`src/inc/lic_params.svh`:
```
`ifndef LIC_PARAMS_SVH
`define LIC_PARAMS_SVH
// How it works
// - Two gain bits pick receive boost: none, 20 dB, 26 dB, 32 dB.
// - Invert bit set flips coded mark inversion polarity on transmit and receive.
// - Receive termination code picks off, 75, 100, 120, 110 ohm; codes 5-7 off.
// - Transmit termination code picks off, 75, 100, 120, 110 ohm; codes 5-7 off.
// - T1: prescaler with source bit 0 means 1.544 base, with 1 means 2.048 base.
// - E1: prescaler codes 0-3 mean 2.048, 4.096, 8.192, 16.384 MHz master clock.
// - Receive level code tracks the line live in 2.5 dB steps; upper nibble zero.
// - Open-circuit flag sets while detected; not in 6312 kHz transmit mode.
// - Current-limit flag sets when limiter would trip; not CMI, 64k or 6312.
// - Jitter FIFO near-limit event sets within 4 bits, clears on read, T1/E1 only.
// - Mask bits 1, 2 enable both-edge interrupts; mask bit 4 enables jitter event.
// - T1 jitter clock comes from prescaled master clock at 0, internal PLL at 1.

// Register indices; byte address is four times the index
`define LIC_IDX_LEVEL    8'h11
`define LIC_IDX_STATUS   8'h14
`define LIC_IDX_MASK     8'h15
`define LIC_IDX_LIVE     8'h16
`define LIC_IDX_JCLK     8'h31
`define LIC_IDX_MONCODE  8'h32
`define LIC_IDX_TERMPS   8'h33
`define LIC_IDX_HI       9
`define LIC_IDX_LO       2

// Field positions
`define LIC_B_TOC        1
`define LIC_B_TCL        2
`define LIC_B_JITTER_FIFO_NEAR_LIMIT       4
`define LIC_B_GAIN       3
`define LIC_B_INV        6
`define LIC_B_LINE_CODE_ENABLE       7
`define LIC_B_JSRC       3
`define LIC_B_RXT        0
`define LIC_B_TXT        3
`define LIC_B_PS         6

// Writable bit masks
`define LIC_STATUS_USED  8'h16
`define LIC_MONCODE_USED 8'hd8
`define LIC_JCLK_USED    8'h08
`define LIC_TERMPS_USED  8'hff

// Reset values
`define LIC_RST_STATUS   8'h00
`define LIC_RST_MASK     8'h00
`define LIC_RST_CTRL     8'h00

// Master clock bases in kHz
`define LIC_T1_BASE_KHZ  16'h0608
`define LIC_E1_BASE_KHZ  16'h0800

// Bus answers
`define LIC_RESP_OKAY    2'h0
`define LIC_RESP_SLVERR  2'h2
`endif

```
`src/inc/lic_pkg.sv`:
```
`include "lic_params.svh"
package lic_pkg;

    typedef enum logic [1:0] {MODE_T1, MODE_E1, MODE_CC64, MODE_6312} lic_mode_t;
    typedef enum logic [2:0] {TERM_OFF, TERM_75, TERM_100, TERM_120, TERM_110} lic_term_t;

    typedef struct packed {
        logic       have_aw;
        logic       have_w;
        logic [7:0] aw_idx;
        logic       aw_hit;
        logic [7:0] wdata;
        logic       wlane;
        logic       bvalid;
        logic [1:0] bresp;
        logic       rvalid;
        logic [1:0] rresp;
        logic [7:0] rdata;
    } lic_bus_t;

    typedef struct packed {
        logic [7:0] status;
        logic [7:0] mask;
        logic [7:0] jclk;
        logic [7:0] moncode;
        logic [7:0] termps;
        logic [3:0] lvl_s1;
        logic [3:0] lvl_s2;
        logic [2:0] det_s1;
        logic [2:0] det_s2;
        logic [2:0] det_d;
        logic [1:0] mode_s1;
        logic [1:0] mode_s2;
    } lic_state_t;

    function automatic lic_term_t lic_term_decode(input logic [2:0] code);
        case (code)
            3'h1:    lic_term_decode = TERM_75;
            3'h2:    lic_term_decode = TERM_100;
            3'h3:    lic_term_decode = TERM_120;
            3'h4:    lic_term_decode = TERM_110;
            default: lic_term_decode = TERM_OFF;
        endcase
    endfunction

    function automatic logic lic_reg_hit(input logic [31:0] addr);
        logic [7:0] idx;
        idx = addr[`LIC_IDX_HI:`LIC_IDX_LO];
        lic_reg_hit = (addr[31:`LIC_IDX_HI+1] == 22'h0) &&
                      (idx == `LIC_IDX_LEVEL || idx == `LIC_IDX_STATUS || idx == `LIC_IDX_MASK ||
                       idx == `LIC_IDX_LIVE || idx == `LIC_IDX_JCLK || idx == `LIC_IDX_MONCODE ||
                       idx == `LIC_IDX_TERMPS);
    endfunction

endpackage

```
`src/hw/lic_axil.sv`:
```
`timescale 1ns/1ns
`default_nettype none
module lic_axil
    import lic_pkg::*;
(
    input  wire logic        aclk,
    input  wire logic        aresetn,
    input  wire logic [31:0] awaddr,
    input  wire logic        awvalid,
    output logic             awready,
    input  wire logic [31:0] wdata,
    input  wire logic [3:0]  wstrb,
    input  wire logic        wvalid,
    output logic             wready,
    output logic [1:0]       bresp,
    output logic             bvalid,
    input  wire logic        bready,
    input  wire logic [31:0] araddr,
    input  wire logic        arvalid,
    output logic             arready,
    output logic [31:0]      rdata,
    output logic [1:0]       rresp,
    output logic             rvalid,
    input  wire logic        rready,
    output logic             wr_stb,
    output logic [7:0]       wr_idx,
    output logic [7:0]       wr_data,
    output logic             wr_lane,
    output logic             rd_stb,
    output logic [7:0]       rd_idx,
    input  wire logic [7:0]  rd_data
);
    lic_bus_t q;
    lic_bus_t next_q;

    assign awready = !q.have_aw && !q.bvalid;
    assign wready  = !q.have_w && !q.bvalid;
    assign arready = !q.rvalid;
    assign bvalid  = q.bvalid;
    assign bresp   = q.bresp;
    assign rvalid  = q.rvalid;
    assign rresp   = q.rresp;
    assign rdata   = {24'h0, q.rdata};
    // Write fires only once address and data are both held
    assign wr_stb  = q.have_aw && q.have_w && q.aw_hit;
    assign wr_idx  = q.aw_idx;
    assign wr_data = q.wdata;
    assign wr_lane = q.wlane;
    assign rd_stb  = arvalid && arready && lic_reg_hit(araddr);
    assign rd_idx  = araddr[`LIC_IDX_HI:`LIC_IDX_LO];

    always_comb begin
        next_q = q;
        if (awvalid && awready) begin
            next_q.have_aw = 1'b1;
            next_q.aw_idx  = awaddr[`LIC_IDX_HI:`LIC_IDX_LO];
            next_q.aw_hit  = lic_reg_hit(awaddr);
        end
        if (wvalid && wready) begin
            next_q.have_w = 1'b1;
            next_q.wdata  = wdata[7:0];
            next_q.wlane  = wstrb[0];
        end
        if (q.have_aw && q.have_w) begin
            next_q.have_aw = 1'b0;
            next_q.have_w  = 1'b0;
            next_q.bvalid  = 1'b1;
            next_q.bresp   = q.aw_hit ? `LIC_RESP_OKAY : `LIC_RESP_SLVERR;
        end
        if (q.bvalid && bready) begin
            next_q.bvalid = 1'b0;
        end
        if (arvalid && arready) begin
            next_q.rvalid = 1'b1;
            next_q.rresp  = lic_reg_hit(araddr) ? `LIC_RESP_OKAY : `LIC_RESP_SLVERR;
            next_q.rdata  = lic_reg_hit(araddr) ? rd_data : 8'h00;
        end else if (q.rvalid && rready) begin
            next_q.rvalid = 1'b0;
        end
    end

    always_ff @(posedge aclk) begin
        if (!aresetn) begin
            q <= '0;
        end else begin
            q <= next_q;
        end
    end
endmodule
`default_nettype wire

```
`src/hw/lic_regs.sv`:
```
`timescale 1ns/1ns
`default_nettype none
module lic_regs
    import lic_pkg::*;
(
    input  wire logic        aclk,
    input  wire logic        aresetn,
    input  wire logic [31:0] s_axi_awaddr,
    input  wire logic        s_axi_awvalid,
    output logic             s_axi_awready,
    input  wire logic [31:0] s_axi_wdata,
    input  wire logic [3:0]  s_axi_wstrb,
    input  wire logic        s_axi_wvalid,
    output logic             s_axi_wready,
    output logic [1:0]       s_axi_bresp,
    output logic             s_axi_bvalid,
    input  wire logic        s_axi_bready,
    input  wire logic [31:0] s_axi_araddr,
    input  wire logic        s_axi_arvalid,
    output logic             s_axi_arready,
    output logic [31:0]      s_axi_rdata,
    output logic [1:0]       s_axi_rresp,
    output logic             s_axi_rvalid,
    input  wire logic        s_axi_rready,
    input  wire lic_mode_t   tx_line_mode,
    input  wire logic        tx_open_det,
    input  wire logic        tx_curr_lim_det,
    input  wire logic        jitter_near_lim_det,
    input  wire logic [3:0]  rx_level_det,
    output logic [1:0]       gain_boost_sel,
    output logic             line_code_enable,
    output logic             line_code_invert,
    output lic_term_t        rx_term,
    output lic_term_t        tx_term,
    output logic [1:0]       prescale_sel,
    output logic             ja_clk_from_pll,
    output logic [15:0]      mclk_expect_khz,
    output logic             irq
);
    lic_state_t q;
    lic_state_t next_q;
    logic       wr_stb;
    logic [7:0] wr_idx;
    logic [7:0] wr_data;
    logic       wr_lane;
    logic       rd_stb;
    logic [7:0] rd_idx;
    logic [7:0] rd_data;
    logic [7:0] set_vec;
    logic [7:0] clr_vec;
    lic_mode_t  mode;

    lic_axil u_bus (
        .aclk    (aclk),
        .aresetn (aresetn),
        .awaddr  (s_axi_awaddr),
        .awvalid (s_axi_awvalid),
        .awready (s_axi_awready),
        .wdata   (s_axi_wdata),
        .wstrb   (s_axi_wstrb),
        .wvalid  (s_axi_wvalid),
        .wready  (s_axi_wready),
        .bresp   (s_axi_bresp),
        .bvalid  (s_axi_bvalid),
        .bready  (s_axi_bready),
        .araddr  (s_axi_araddr),
        .arvalid (s_axi_arvalid),
        .arready (s_axi_arready),
        .rdata   (s_axi_rdata),
        .rresp   (s_axi_rresp),
        .rvalid  (s_axi_rvalid),
        .rready  (s_axi_rready),
        .wr_stb  (wr_stb),
        .wr_idx  (wr_idx),
        .wr_data (wr_data),
        .wr_lane (wr_lane),
        .rd_stb  (rd_stb),
        .rd_idx  (rd_idx),
        .rd_data (rd_data)
    );

    function automatic logic [15:0] mclk_khz(input lic_mode_t md, input logic src, input logic [1:0] ps);
        logic [15:0] base;
        base = (md == MODE_T1 && !src) ? `LIC_T1_BASE_KHZ : `LIC_E1_BASE_KHZ;
        mclk_khz = base << ps;
    endfunction

    assign mode = lic_mode_t'(q.mode_s2);

    assign gain_boost_sel   = q.moncode[`LIC_B_GAIN+1:`LIC_B_GAIN];
    assign line_code_invert = q.moncode[`LIC_B_INV];
    assign line_code_enable = q.moncode[`LIC_B_LINE_CODE_ENABLE];
    assign rx_term          = lic_term_decode(q.termps[`LIC_B_RXT+2:`LIC_B_RXT]);
    assign tx_term          = lic_term_decode(q.termps[`LIC_B_TXT+2:`LIC_B_TXT]);
    assign prescale_sel     = q.termps[`LIC_B_PS+1:`LIC_B_PS];
    // jitter clock source, only honoured in T1
    assign ja_clk_from_pll  = (mode == MODE_T1) && q.jclk[`LIC_B_JSRC];
    assign mclk_expect_khz  = mclk_khz(mode, q.jclk[`LIC_B_JSRC], prescale_sel);
    assign irq              = |(q.status & q.mask);

    always_comb begin
        set_vec = 8'h00;
        // held while open, plus the falling edge; silent in 6312 kHz
        set_vec[`LIC_B_TOC]  = (mode != MODE_6312) && (q.det_s2[0] || q.det_d[0]);
        // current limit, blocked in line-code and clock modes
        set_vec[`LIC_B_TCL]  = !q.moncode[`LIC_B_LINE_CODE_ENABLE] && (mode == MODE_T1 || mode == MODE_E1) &&
                               (q.det_s2[1] || q.det_d[1]);
        // near-limit event on rising edge, T1/E1 only
        set_vec[`LIC_B_JITTER_FIFO_NEAR_LIMIT] = (mode == MODE_T1 || mode == MODE_E1) && q.det_s2[2] && !q.det_d[2];
    end

    always_comb begin
        clr_vec = 8'h00;
        if (wr_stb && wr_lane && wr_idx == `LIC_IDX_STATUS) begin
            clr_vec = wr_data;
        end
        if (rd_stb && rd_idx == `LIC_IDX_STATUS) begin
            clr_vec[`LIC_B_JITTER_FIFO_NEAR_LIMIT] = 1'b1;
        end
    end

    always_comb begin
        case (rd_idx)
            `LIC_IDX_STATUS:  rd_data = q.status;
            `LIC_IDX_MASK:    rd_data = q.mask;
            `LIC_IDX_JCLK:    rd_data = q.jclk;
            `LIC_IDX_MONCODE: rd_data = q.moncode;
            `LIC_IDX_TERMPS:  rd_data = q.termps;
            `LIC_IDX_LEVEL:   rd_data = {4'h0, q.lvl_s2};
            `LIC_IDX_LIVE:    rd_data = {3'h0, q.det_s2[2], 1'b0, q.det_s2[1:0], 1'b0};
            default:          rd_data = 8'h00;
        endcase
    end

    always_comb begin
        next_q = q;
        // Pin inputs cross two flops before any logic sees them
        next_q.lvl_s1  = rx_level_det;
        next_q.lvl_s2  = q.lvl_s1;
        next_q.det_s1  = {jitter_near_lim_det, tx_curr_lim_det, tx_open_det};
        next_q.det_s2  = q.det_s1;
        next_q.det_d   = q.det_s2;
        next_q.mode_s1 = tx_line_mode;
        next_q.mode_s2 = q.mode_s1;
        // Set beats clear so no event is lost in the clearing cycle
        next_q.status  = ((q.status & ~clr_vec) | set_vec) & `LIC_STATUS_USED;
        if (wr_stb && wr_lane) begin
            case (wr_idx)
                `LIC_IDX_MASK:    next_q.mask    = wr_data & `LIC_STATUS_USED;
                `LIC_IDX_JCLK:    next_q.jclk    = wr_data & `LIC_JCLK_USED;
                // unused line-code bits stored as zero
                `LIC_IDX_MONCODE: next_q.moncode = wr_data & `LIC_MONCODE_USED;
                `LIC_IDX_TERMPS:  next_q.termps  = wr_data & `LIC_TERMPS_USED;
                default:          next_q.mask    = q.mask;
            endcase
        end
    end

    always_ff @(posedge aclk) begin
        if (!aresetn) begin
            q         <= '0;
            q.status  <= `LIC_RST_STATUS;
            q.mask    <= `LIC_RST_MASK;
            q.jclk    <= `LIC_RST_CTRL;
            q.moncode <= `LIC_RST_CTRL;
            q.termps  <= `LIC_RST_CTRL;
        end else begin
            q <= next_q;
        end
    end
endmodule
`default_nettype wire

```
`config.mk`:
```
export PLATFORM = sky130hd
export DESIGN_NAME = lic_regs
export DESIGN_NICKNAME = d
export VERILOG_FILES = /design/src/inc/lic_pkg.sv /design/src/hw/lic_axil.sv /design/src/hw/lic_regs.sv
export VERILOG_INCLUDE_DIRS = /design/src /design/src/inc
export SDC_FILE = /design/constraint.sdc
export NUM_CORES = 1
export LEC_CHECK = 0
export ABC_AREA = 1
export BUFFER_PORTS_ARGS = -buffer_cell sky130_fd_sc_hd__buf_4
export CAP_MARGIN = 5
export CORE_UTILIZATION = 30
export CTS_CLUSTER_DIAMETER = 120
export DETAILED_ROUTE_END_ITERATION = 10
export HOLD_SLACK_MARGIN = 0.15
export PLACE_DENSITY = 0.56
export SLEW_MARGIN = 0
export SYNTH_ARGS = -nofsm -noshare
export SYNTH_HDL_FRONTEND = slang
export SYNTH_HIERARCHICAL = 1
export SYNTH_SLANG_ARGS = --single-unit
```
`constraint.sdc`:
```
create_clock -name aclk -period 2.62 [get_ports aclk]
set_clock_uncertainty 0.2 [all_clocks]
set_input_delay 0.131 -clock aclk [delete_from_list [all_inputs] [get_ports aclk]]
set_output_delay 0.131 -clock aclk [all_outputs]
set_load 0.02 [all_outputs]
```
# Word level (Yosys, flattened, before mapping)
# Cells that the tools add are included.
# Widths: inputs -> output; s select.
dict set report word_totals {
  inputBits 116
  out_inout_bits 71
  reg_bits 74
  wordCells 124
}
dict set report classes {
  mux 11
  bitwise_logic 5
  reduce_logical 55
  shift 1
  n_eq_ne 29
}
# op count
set ops {}
lappend ops {{$eq 8x5->1 const B} 10}
lappend ops {{$eq 8x6->1 const B} 9}
lappend ops {{$pmux 8 s7} 1}
lappend ops {{$logic_not 22->1} 2}
lappend ops {{$pmux 3 s4} 2}
lappend ops {{$logic_and 1x1->1} 22}
lappend ops {{$shl 12x2->16} 1}
lappend ops {{$logic_or 1x1->1} 15}
lappend ops {{$eq 3x2->1 const B} 4}
lappend ops {{$mux 12} 1}
lappend ops {{$and 5x5->5} 2}
lappend ops {{$mux 8} 1}
lappend ops {{$reduce_and 2->1} 4}
lappend ops {{$reduce_or 8->1} 1}
lappend ops {{$logic_not 1->1} 7}
lappend ops {{$eq 3x1->1 const B} 2}
lappend ops {{$eq 3x3->1 const B} 2}
lappend ops {{$mux 5} 1}
lappend ops {{$not 5->5} 1}
lappend ops {{$or 5x5->5} 1}
lappend ops {{$mux 2} 2}
lappend ops {{$reduce_or 2->1} 2}
lappend ops {{$mux 1} 3}
lappend ops {{$eq 2x1->1 const B} 1}
lappend ops {{other kinds (4)} 4}

# Logic depth before layout (Yosys ltp)
# Gate-level depths: netlist of the first run.
dict set report depth {
  depth_word 14
  ltp_mapped 12
  mapped_depth_nobuf 11
}

# By module
# The synthesis of the first run kept the hierarchy.
# module area_each_um2 cells_per_inst seq_area_each_um2 n_inst
set by_module_without_submodules {}
lappend by_module_without_submodules {lic_regs 2034.5 315 800.8 1}
lappend by_module_without_submodules {lic_axil 1826.8 261 640.6 1}

# Least setup slack after synthesis of the first run
# No wires, ideal clock.
dict set report synth_timing {
  path_type {register to output}
  from {register q[40] in the netlist's numbering}
  to {output port mclk_expect_khz[9]}
  path_buffers 1
  arrival_ps 1365
  stages_incl_launch_ff 6
  t_required_ps 2289
  setup_slack_ps 924
  cell_sequence {dfxtp_1 > nor3_1 > ha_1 > inv_1 > nor2_1 > buf_4}
}
dict set report synth_via {
  elab_chain_cells 4
}
# element line
set synth_rtl {}
lappend synth_rtl {{start, declared} lic_regs.sv:40} ;# lic_state_t q;
lappend synth_rtl {{start signal, assigned} lic_regs.sv:168} ;# q <= next_q;
lappend synth_rtl {{$logic_not 1->1} lic_regs.sv:84} ;# base = (md == MODE_T1 && !src) ? `LIC_T1_BASE_KHZ : `LIC_E1_BASE_KHZ;
lappend synth_rtl {{$logic_and 1x1->1} lic_regs.sv:84}
lappend synth_rtl {{$mux 12 (no source line)} n/a}
lappend synth_rtl {{$shl 12x2->16} lic_regs.sv:85} ;# mclk_khz = base << ps;
lappend synth_rtl {{end, declared} lic_regs.sv:37} ;# output logic [15:0] mclk_expect_khz,
# Every way passes these cells.

# Worst setup path after layout of the first run
dict set report layout_timing {
  from {input port s_axi_araddr[13]}
  to {register u_bus.q (netlist bit u_bus/rdata[0])}
}
dict set report layout_via {
  elab_chain_cells 3
}
# element line
set layout_rtl {}
lappend layout_rtl {{start, declared} lic_regs.sv:18} ;# input wire logic [31:0] s_axi_araddr,
lappend layout_rtl {{$logic_not 22->1} lic_pkg.sv:49} ;# lic_reg_hit = (addr[31:`LIC_IDX_HI+1] == 22'h0) &&
lappend layout_rtl {{$logic_and 1x1->1} lic_pkg.sv:49}
lappend layout_rtl {{$mux 8} lic_axil.sv:76} ;# next_q.rdata = lic_reg_hit(araddr) ? rd_data : 8'h00;
lappend layout_rtl {{end signal, assigned} lic_axil.sv:86} ;# q <= next_q;
lappend layout_rtl {{end, declared} lic_axil.sv:33} ;# lic_bus_t q;
# Every way passes these cells.
# A chain may end at the register's enable or synchronous reset.

==> flow_metrics.py, run 1 <==
metrics = {
    "clock_network": {
        "clkTransAtPathRegs_ps": 50,
        "cts_buffer_depth": 2,
        "cts.sinks": 72,
        "cts_tree": "done",
        "cts_max_level": 3,
        "numCtsBuffers": 9,
        "clock_latency_ps": 330,
        "cts-root-buf": "clkbuf_16",
    },
    "timing": {
        "clock.fmax_mhz": 382,
        "post-route-period-util_pct": 99.8,
        "hold_viol_final": 0,
        "tightest_slew_ps": 594,
        "fin_ws_ps": 4.28,
        "setup_viol": 0,
        "setup_tns_ps": 0,
        "whs_ps": 197,
        "slew_viol_final": 0,
        "fin_crit_ps": 2620,
        "slew_headroom_pct": 60.1,
        "rsz0062_at_grt": "true",
    },
    "pwr": {
        "peakVddDrop_uv": 386,
        "p_per_area_nw_per_um2": 554,
        "leakage_nw": 2.75,
    },
    "global_routing": {
        "grt_pass1_vias": 3583,
        "grt_max_degree": 34,
        "antenna_found_initial": 0,
        "grt_pass1_wl_mm": 15.5,
        "gr-total-overflow": 0,
        "track_usage_pct": 15.0,
    },
    "status": {
        "status": "finished, final reports clean",
    },
    "route": {
        "drc": 0,
        "wl_mm": 9.85,
        "dr_wl_met2_mm": 4.77,
        "top_layer": "met4",
        "wl_met3_um": 682,
        "m1WireLength_mm": 4.18,
        "ant_nets": 0,
        "vias": 3783,
        "drt_iter0_markers": 134,
        "drt-pass1-iter-count": 5,
        "routed_via_density": 4.15,
        "avgRoutedWirePerCell_um": 10.8,
    },
    "layout": {
        "antenna_cells": 0,
        "drive_gt1_share_pct": 22.0,
        "finalNetCount": 854,
        "n_fill_cell": 1284,
        "area_growth_pct": 46.2,
    },
    "yosys": {
        "synth_xor_area_share_pct": 0,
        "synth_compound_area_share_pct": 7.81,
        "synth_area_leaders": "dfxtp_1, buf_4, nor2_1",
        "synth_seq_cells": 72,
        "yosys.area_share.simple_pct": 30.3,
        "yosysWarnings": 6,
        "ys_types": 32,
        "synth_area_um2": 3860,
        "avgSynthCellArea_um2": 6.70,
        "synthCells": 576,
        "synth_top_cell_area_share_pct": 37.3,
        "synthAdderAreaFrac_pct": 0.972,
        "yosysSeqAreaShare_pct": 37.3,
        "yosysTopAreaCell": "dfxtp_1",
        "synth_top_family_by_area": "simple AND/OR/NAND/NOR gates",
        "synthMuxAreaShare_pct": 0,
    },
    "floorplan": {
        "die_area_um2": 13300,
        "start_util_pct": 30.7,
        "fp.dieH_um": 115,
        "ios": 187,
        "core_area_um2": 12600,
        "num_rows": 41,
        "die_w_um": 115,
    },
    "worst_setup_path": {
        "end_kind": "flop",
        "critPathLaunchType": "input pin",
        "cp_max_fo": 8,
        "path_class": "in2reg",
        "arrival_ps": 2660,
        "crit_required_ps": 2670,
    },
    "place": {
        "place_congestion": 0.822,
        "dp_hpwl_mm": 7.03,
        "io_buffers": 123,
        "dp_slack_ps": 755,
    },
    "job": {
        "max-cap-violations": 0,
    },
    "min_path": {
        "min_path_type": "in2reg",
    },
}
## metal layers
metal,vias up,GRT usage [%]
li1,1974,-
met1,1666,16.3
met2,131,27.4
met3,12,4.34
met4,0,5.45
met5,-,0
## placed cells by master (no fill, tap or decap), drive strengths merged, types with 11 or more instances in the layout
| master | n |
|---|---|
| o21ai | 35 |
| a21oi | 19 |
| conb | 32 |
| nand2 | 108 |
| clkbuf | 11 |
| dlygate4sd3 | 70 |
| buf | 127 |
| inv | 82 |
| nor2 | 128 |
| nand3 | 25 |
| dfxtp | 72 |
## path summary, 6_finish.rpt
| check | to | slack (ps) | startpoint | cells past startpoint |
|---|---|---|---|---|
| worst max register to register | u_bus/rdata[5] | 580 | u_bus/rvalid | 8 |
| worst min register to register | q[14] | 210 | next_q[14] | 2 |
| worst max-delay path | u_bus/rdata[0] | 4 | s_axi_araddr[13] | 9 |
| worst min-delay path | q[57] | 200 | s_axi_araddr[6] | 6 |
## where the power goes
part	total, W	switching, W	internal, W
Sequential	0.00118	0.0000357	0.00115
Combinational	0.000450	0.000226	0.000223
Clock	0.00150	0.000445	0.00105
Total	0.00313	0.000707	0.00242
## synthesized netlist by cell type
library cell	number
o21ai_1	1
or2_2	1
a21oi_1	19
buf_1	2
o21a_1	1
nor2_1	118
a211oi_1	1
inv_1	82
o21ai_0	34
dfxtp_1	72
buf_6	2
nor3_2	1
clkbuf_1	3
clkinv_1	2
nor2_4	3
nor3b_1	2
nand2_2	4
nor2_2	6
a22oi_1	1
and2_2	1
o221ai_1	1
and2_1	1
nor3_1	3
buf_2	1
nand3_1	24
nand3_2	1
ha_1	3
buf_4	72
nand2_1	104
nand4_1	7
conb_1	2
nand3b_1	1
## cell type report
cell class	count	area, µm²	share of cell area (%)
Inverter	84	315	5.58
Tap cell	172	215	3.81
Sequential cell	72	1440	25.5
Clock buffer	11	243	4.30
Multi-Input combinational cell	371	1650	29.2
Clock inverter	5	128	2.26
Timing Repair Buffer	197	1650	29.3
## through the flow
stage	utilization, %	total power, W	cells	instance area, µm²
2_1_floorplan	-	0.00149	606	3970
3_3_place_gp	36.1	0.00156	823	4540
3_5_place_dp	36.1	0.00157	823	4540
4_1_cts	44.8	0.00316	911	5630
5_1_grt	44.9	0.00327	912	5650
6_report	44.9	0.00313	912	5650
## sequential cells by signal, summed over array words and instances, names as in the netlist
register / cells
q: 20
next_q: 12
u_bus/rdata: 8
u_bus/wr_data: 8
u_bus/wr_idx: 8
u_bus/q: 3
gain_boost_sel: 2
mode: 2
prescale_sel: 2
line_code_enable: 1
line_code_invert: 1
u_bus/bresp: 1
u_bus/bvalid: 1
u_bus/rresp: 1
u_bus/rvalid: 1
u_bus/wr_lane: 1
## cells by family (layout without fill, tap and decap cells)
| logic type | count (synthesis) | in the layout |
|---|---|---|
| and+or+nand+nor | 277 | 278 |
| buffers and inverters | 164 | 297 |
| DFF | 72 | 72 |
| AOI/OAI and AO/OA | 58 | 58 |
| adders and majority gates | 3 | 3 |
| other | 2 | 32 |
## repair_timing
| action | in CTS | in global routing |
|---|---|---|
| gates resized for setup | 0 | 4 |
| setup endpoints to repair | 0 | 8 |
| endpoints found under the hold margin | 51 | 0 |
| buffers inserted | 0 | 2 |
| hold buffers | 72 | 0 |
## worst max-delay path, stage by stage
cell	delay, ps
dlygate4sd3_1	540
buf_4	140
nor2_1	100
dlygate4sd3_1	570
nand4_1	160
nor2_4	200
nand3_1	110
dlygate4sd3_1	570
a21oi_1	120
Note: power is estimated with default switching activity, not from simulation.
==> run 2, diff against run 1 <==
CAP_MARGIN = 0   (was 5)
clock period = 3.1 ns   (was 2.62 ns; I/O delays follow)
==> run 2 against run 1 <==
Against the previous run:
- die area unchanged
- clock power decreased by 30%
- count of clock-buffer cells in the layout increased by 1
- via count decreased by 2.5%
- core utilization decreased by 1.5 points
- global-route usage decreased by 0.52 points
- sequential power decreased by 15%
- combinational power decreased by 19%
- largest cell class is now multi-input combinational cells
- highest routed layer unchanged
==> flow_metrics.py, run 2 (synthesis results as in run 1) <==
metrics = {
    "floorplan": {
        "die_w_um": 115,
        "num_rows": 41,
        "start_util_pct": 30.7,
        "fp.dieH_um": 115,
        "die_area_um2": 13300,
        "ios": 187,
        "core_area_um2": 12600,
    },
    "clock_network": {
        "cts_max_level": 3,
        "ctsHoldBuffers": 62,
        "cts.sinks": 72,
        "numCtsBuffers": 9,
        "cts_buffer_depth": 2,
        "cts-root-buf": "clkbuf_16",
        "clkTransAtPathRegs_ps": 60,
        "cts_resized": 0,
        "postCtsSetupBuffers": 0,
        "cts_tree": "done",
        "clock_latency_ps": 330,
    },
    "worst_setup_path": {
        "crit_family": "buffers and inverters",
        "crit_required_ps": 3120,
        "crit_buf_inv": 4,
        "path_class": "in2reg",
        "cp_max_fo": 9,
        "critPathLaunchType": "input pin",
        "cp_slowest_cell": "dlygate4sd3_1",
        "max_stage_delay_ps": 580,
        "end_kind": "flop",
        "arrival_ps": 2950,
        "crit_top_cell": "dlygate4sd3_1",
        "path_cells": "dlygate4sd3_1 > buf_4 > nor2_1 > dlygate4sd3_1 > nand4_1 > dlygate4sd3_1 > nor2_2 > and2_2 > nand3_1 > nand3_1 > a21oi_1",
    },
    "place": {
        "place_congestion": 0.809,
        "dp_hpwl_mm": 6.95,
        "dp.cells": 821,
        "io_buffers": 123,
    },
    "global_routing": {
        "gr-total-overflow": 0,
        "grt_pass1_wl_mm": 15.1,
        "antenna_found_initial": 0,
        "track_usage_pct": 14.5,
        "grt_pass1_vias": 3506,
        "grt_max_degree": 60,
    },
    "pwr": {
        "peakVddDrop_uv": 284,
        "combinationalPowerShare_pct": 15.2,
        "seqPwrFrac_pct": 41.4,
        "leakage_nw": 2.65,
        "intPower_w": 0.00182,
        "p_per_area_nw_per_um2": 442,
        "switching_power_w": 0.000596,
        "total_power_w": 0.00241,
        "switching_share_pct": 24.7,
        "power_frac_clock_pct": 43.4,
    },
    "layout": {
        "largest_reg_flops": 20,
        "drive_gt1_share_pct": 21.3,
        "final_cell_mix": "buf_4, nor2_1, nand2_1",
        "area_growth_pct": 41.3,
        "stdcell_count": 899,
        "largest-register": "q",
        "antenna_cells": 0,
        "final_common_cell": "buf_4",
        "finalNetCount": 841,
    },
    "timing": {
        "setup_viol": 0,
        "slew_headroom_pct": 58.6,
        "whs_ps": 151,
        "slew_viol_final": 0,
        "rsz0062_at_grt": "false",
        "fin_crit_ps": 2920,
        "hold_viol_final": 0,
        "clock.fmax_mhz": 342,
        "setup_tns_ps": 0,
        "tightest_slew_ps": 616,
        "post-route-period-util_pct": 94.3,
    },
    "job": {
        "max-cap-violations": 0,
    },
    "route": {
        "drt-pass1-iter-count": 6,
        "drc": 0,
        "routed_via_density": 4.10,
        "avgRoutedWirePerCell_um": 10.4,
        "drt_iter0_markers": 138,
        "vias": 3688,
        "wl_mm": 9.33,
        "ant_nets": 0,
    },
    "status": {
        "status": "finished, final reports clean",
    },
    "min_path": {
        "min_path_type": "in2reg",
    },
}
==> run 2: path summary, 6_finish.rpt <==
path	slack [ps]	to	from	cells past startpoint
setup / recovery	180	q[57]	s_axi_araddr[27]	11
hold / removal	150	u_bus/rdata[7]	s_axi_araddr[14]	8
hold reg to reg	210	q[15]	next_q[15]	2
setup reg to reg	1060	u_bus/wr_idx[0]	u_bus/bvalid	6
==> run 2: layout make-up <==
type                            instances  area [µm²]
Clock buffer                           12         256
Inverter                               84         315
Sequential cell                        72        1440
Multi-Input combinational cell        370        1630
Timing Repair Buffer                  185        1540
Clock inverter                          4        52.6
Tap cell                              172         215
Fill cell                            1301        7110
==> run 2: worst reg2reg max path: cells and delay by family, from the launching register on <==
kind            cells  cell delay, ps
compound gates      2             280
simple gates        2             330
buf+inv             2             840
flops               1             340
==> run 2: per-stage QoR <==
stage	setup WS [ps]	area, µm²	utilization (%)
floorplan	1380	3970	-
detailed placement	1210	4530	36.0
CTS	211	5460	43.4
global route	13.4	5460	43.4
global placement	1240	4530	36.0
finish	177	5460	43.4
==> run 2: layer usage <==
metal	track usage, %	vias up	share of wire, %
met2	26.6	122	49
met3	3.09	9	6.4
li1	-	1939	-
met5	0	-	0
met4	5.45	0	1.1
met1	16.2	1618	44
==> run 2: power groups by stage <==
stage / Sequential [W] / Combinational, W / Clock, W
6_report: 0.00100 / 0.000366 / 0.00105
5_1_grt: 0.00101 / 0.000411 / 0.00112
4_1_cts: 0.00100 / 0.000366 / 0.00108
3_5_place_dp: 0.00102 / 0.000303 / 0
3_3_place_gp: 0.00102 / 0.000297 / 0
2_1_floorplan: 0.00101 / 0.000248 / 0
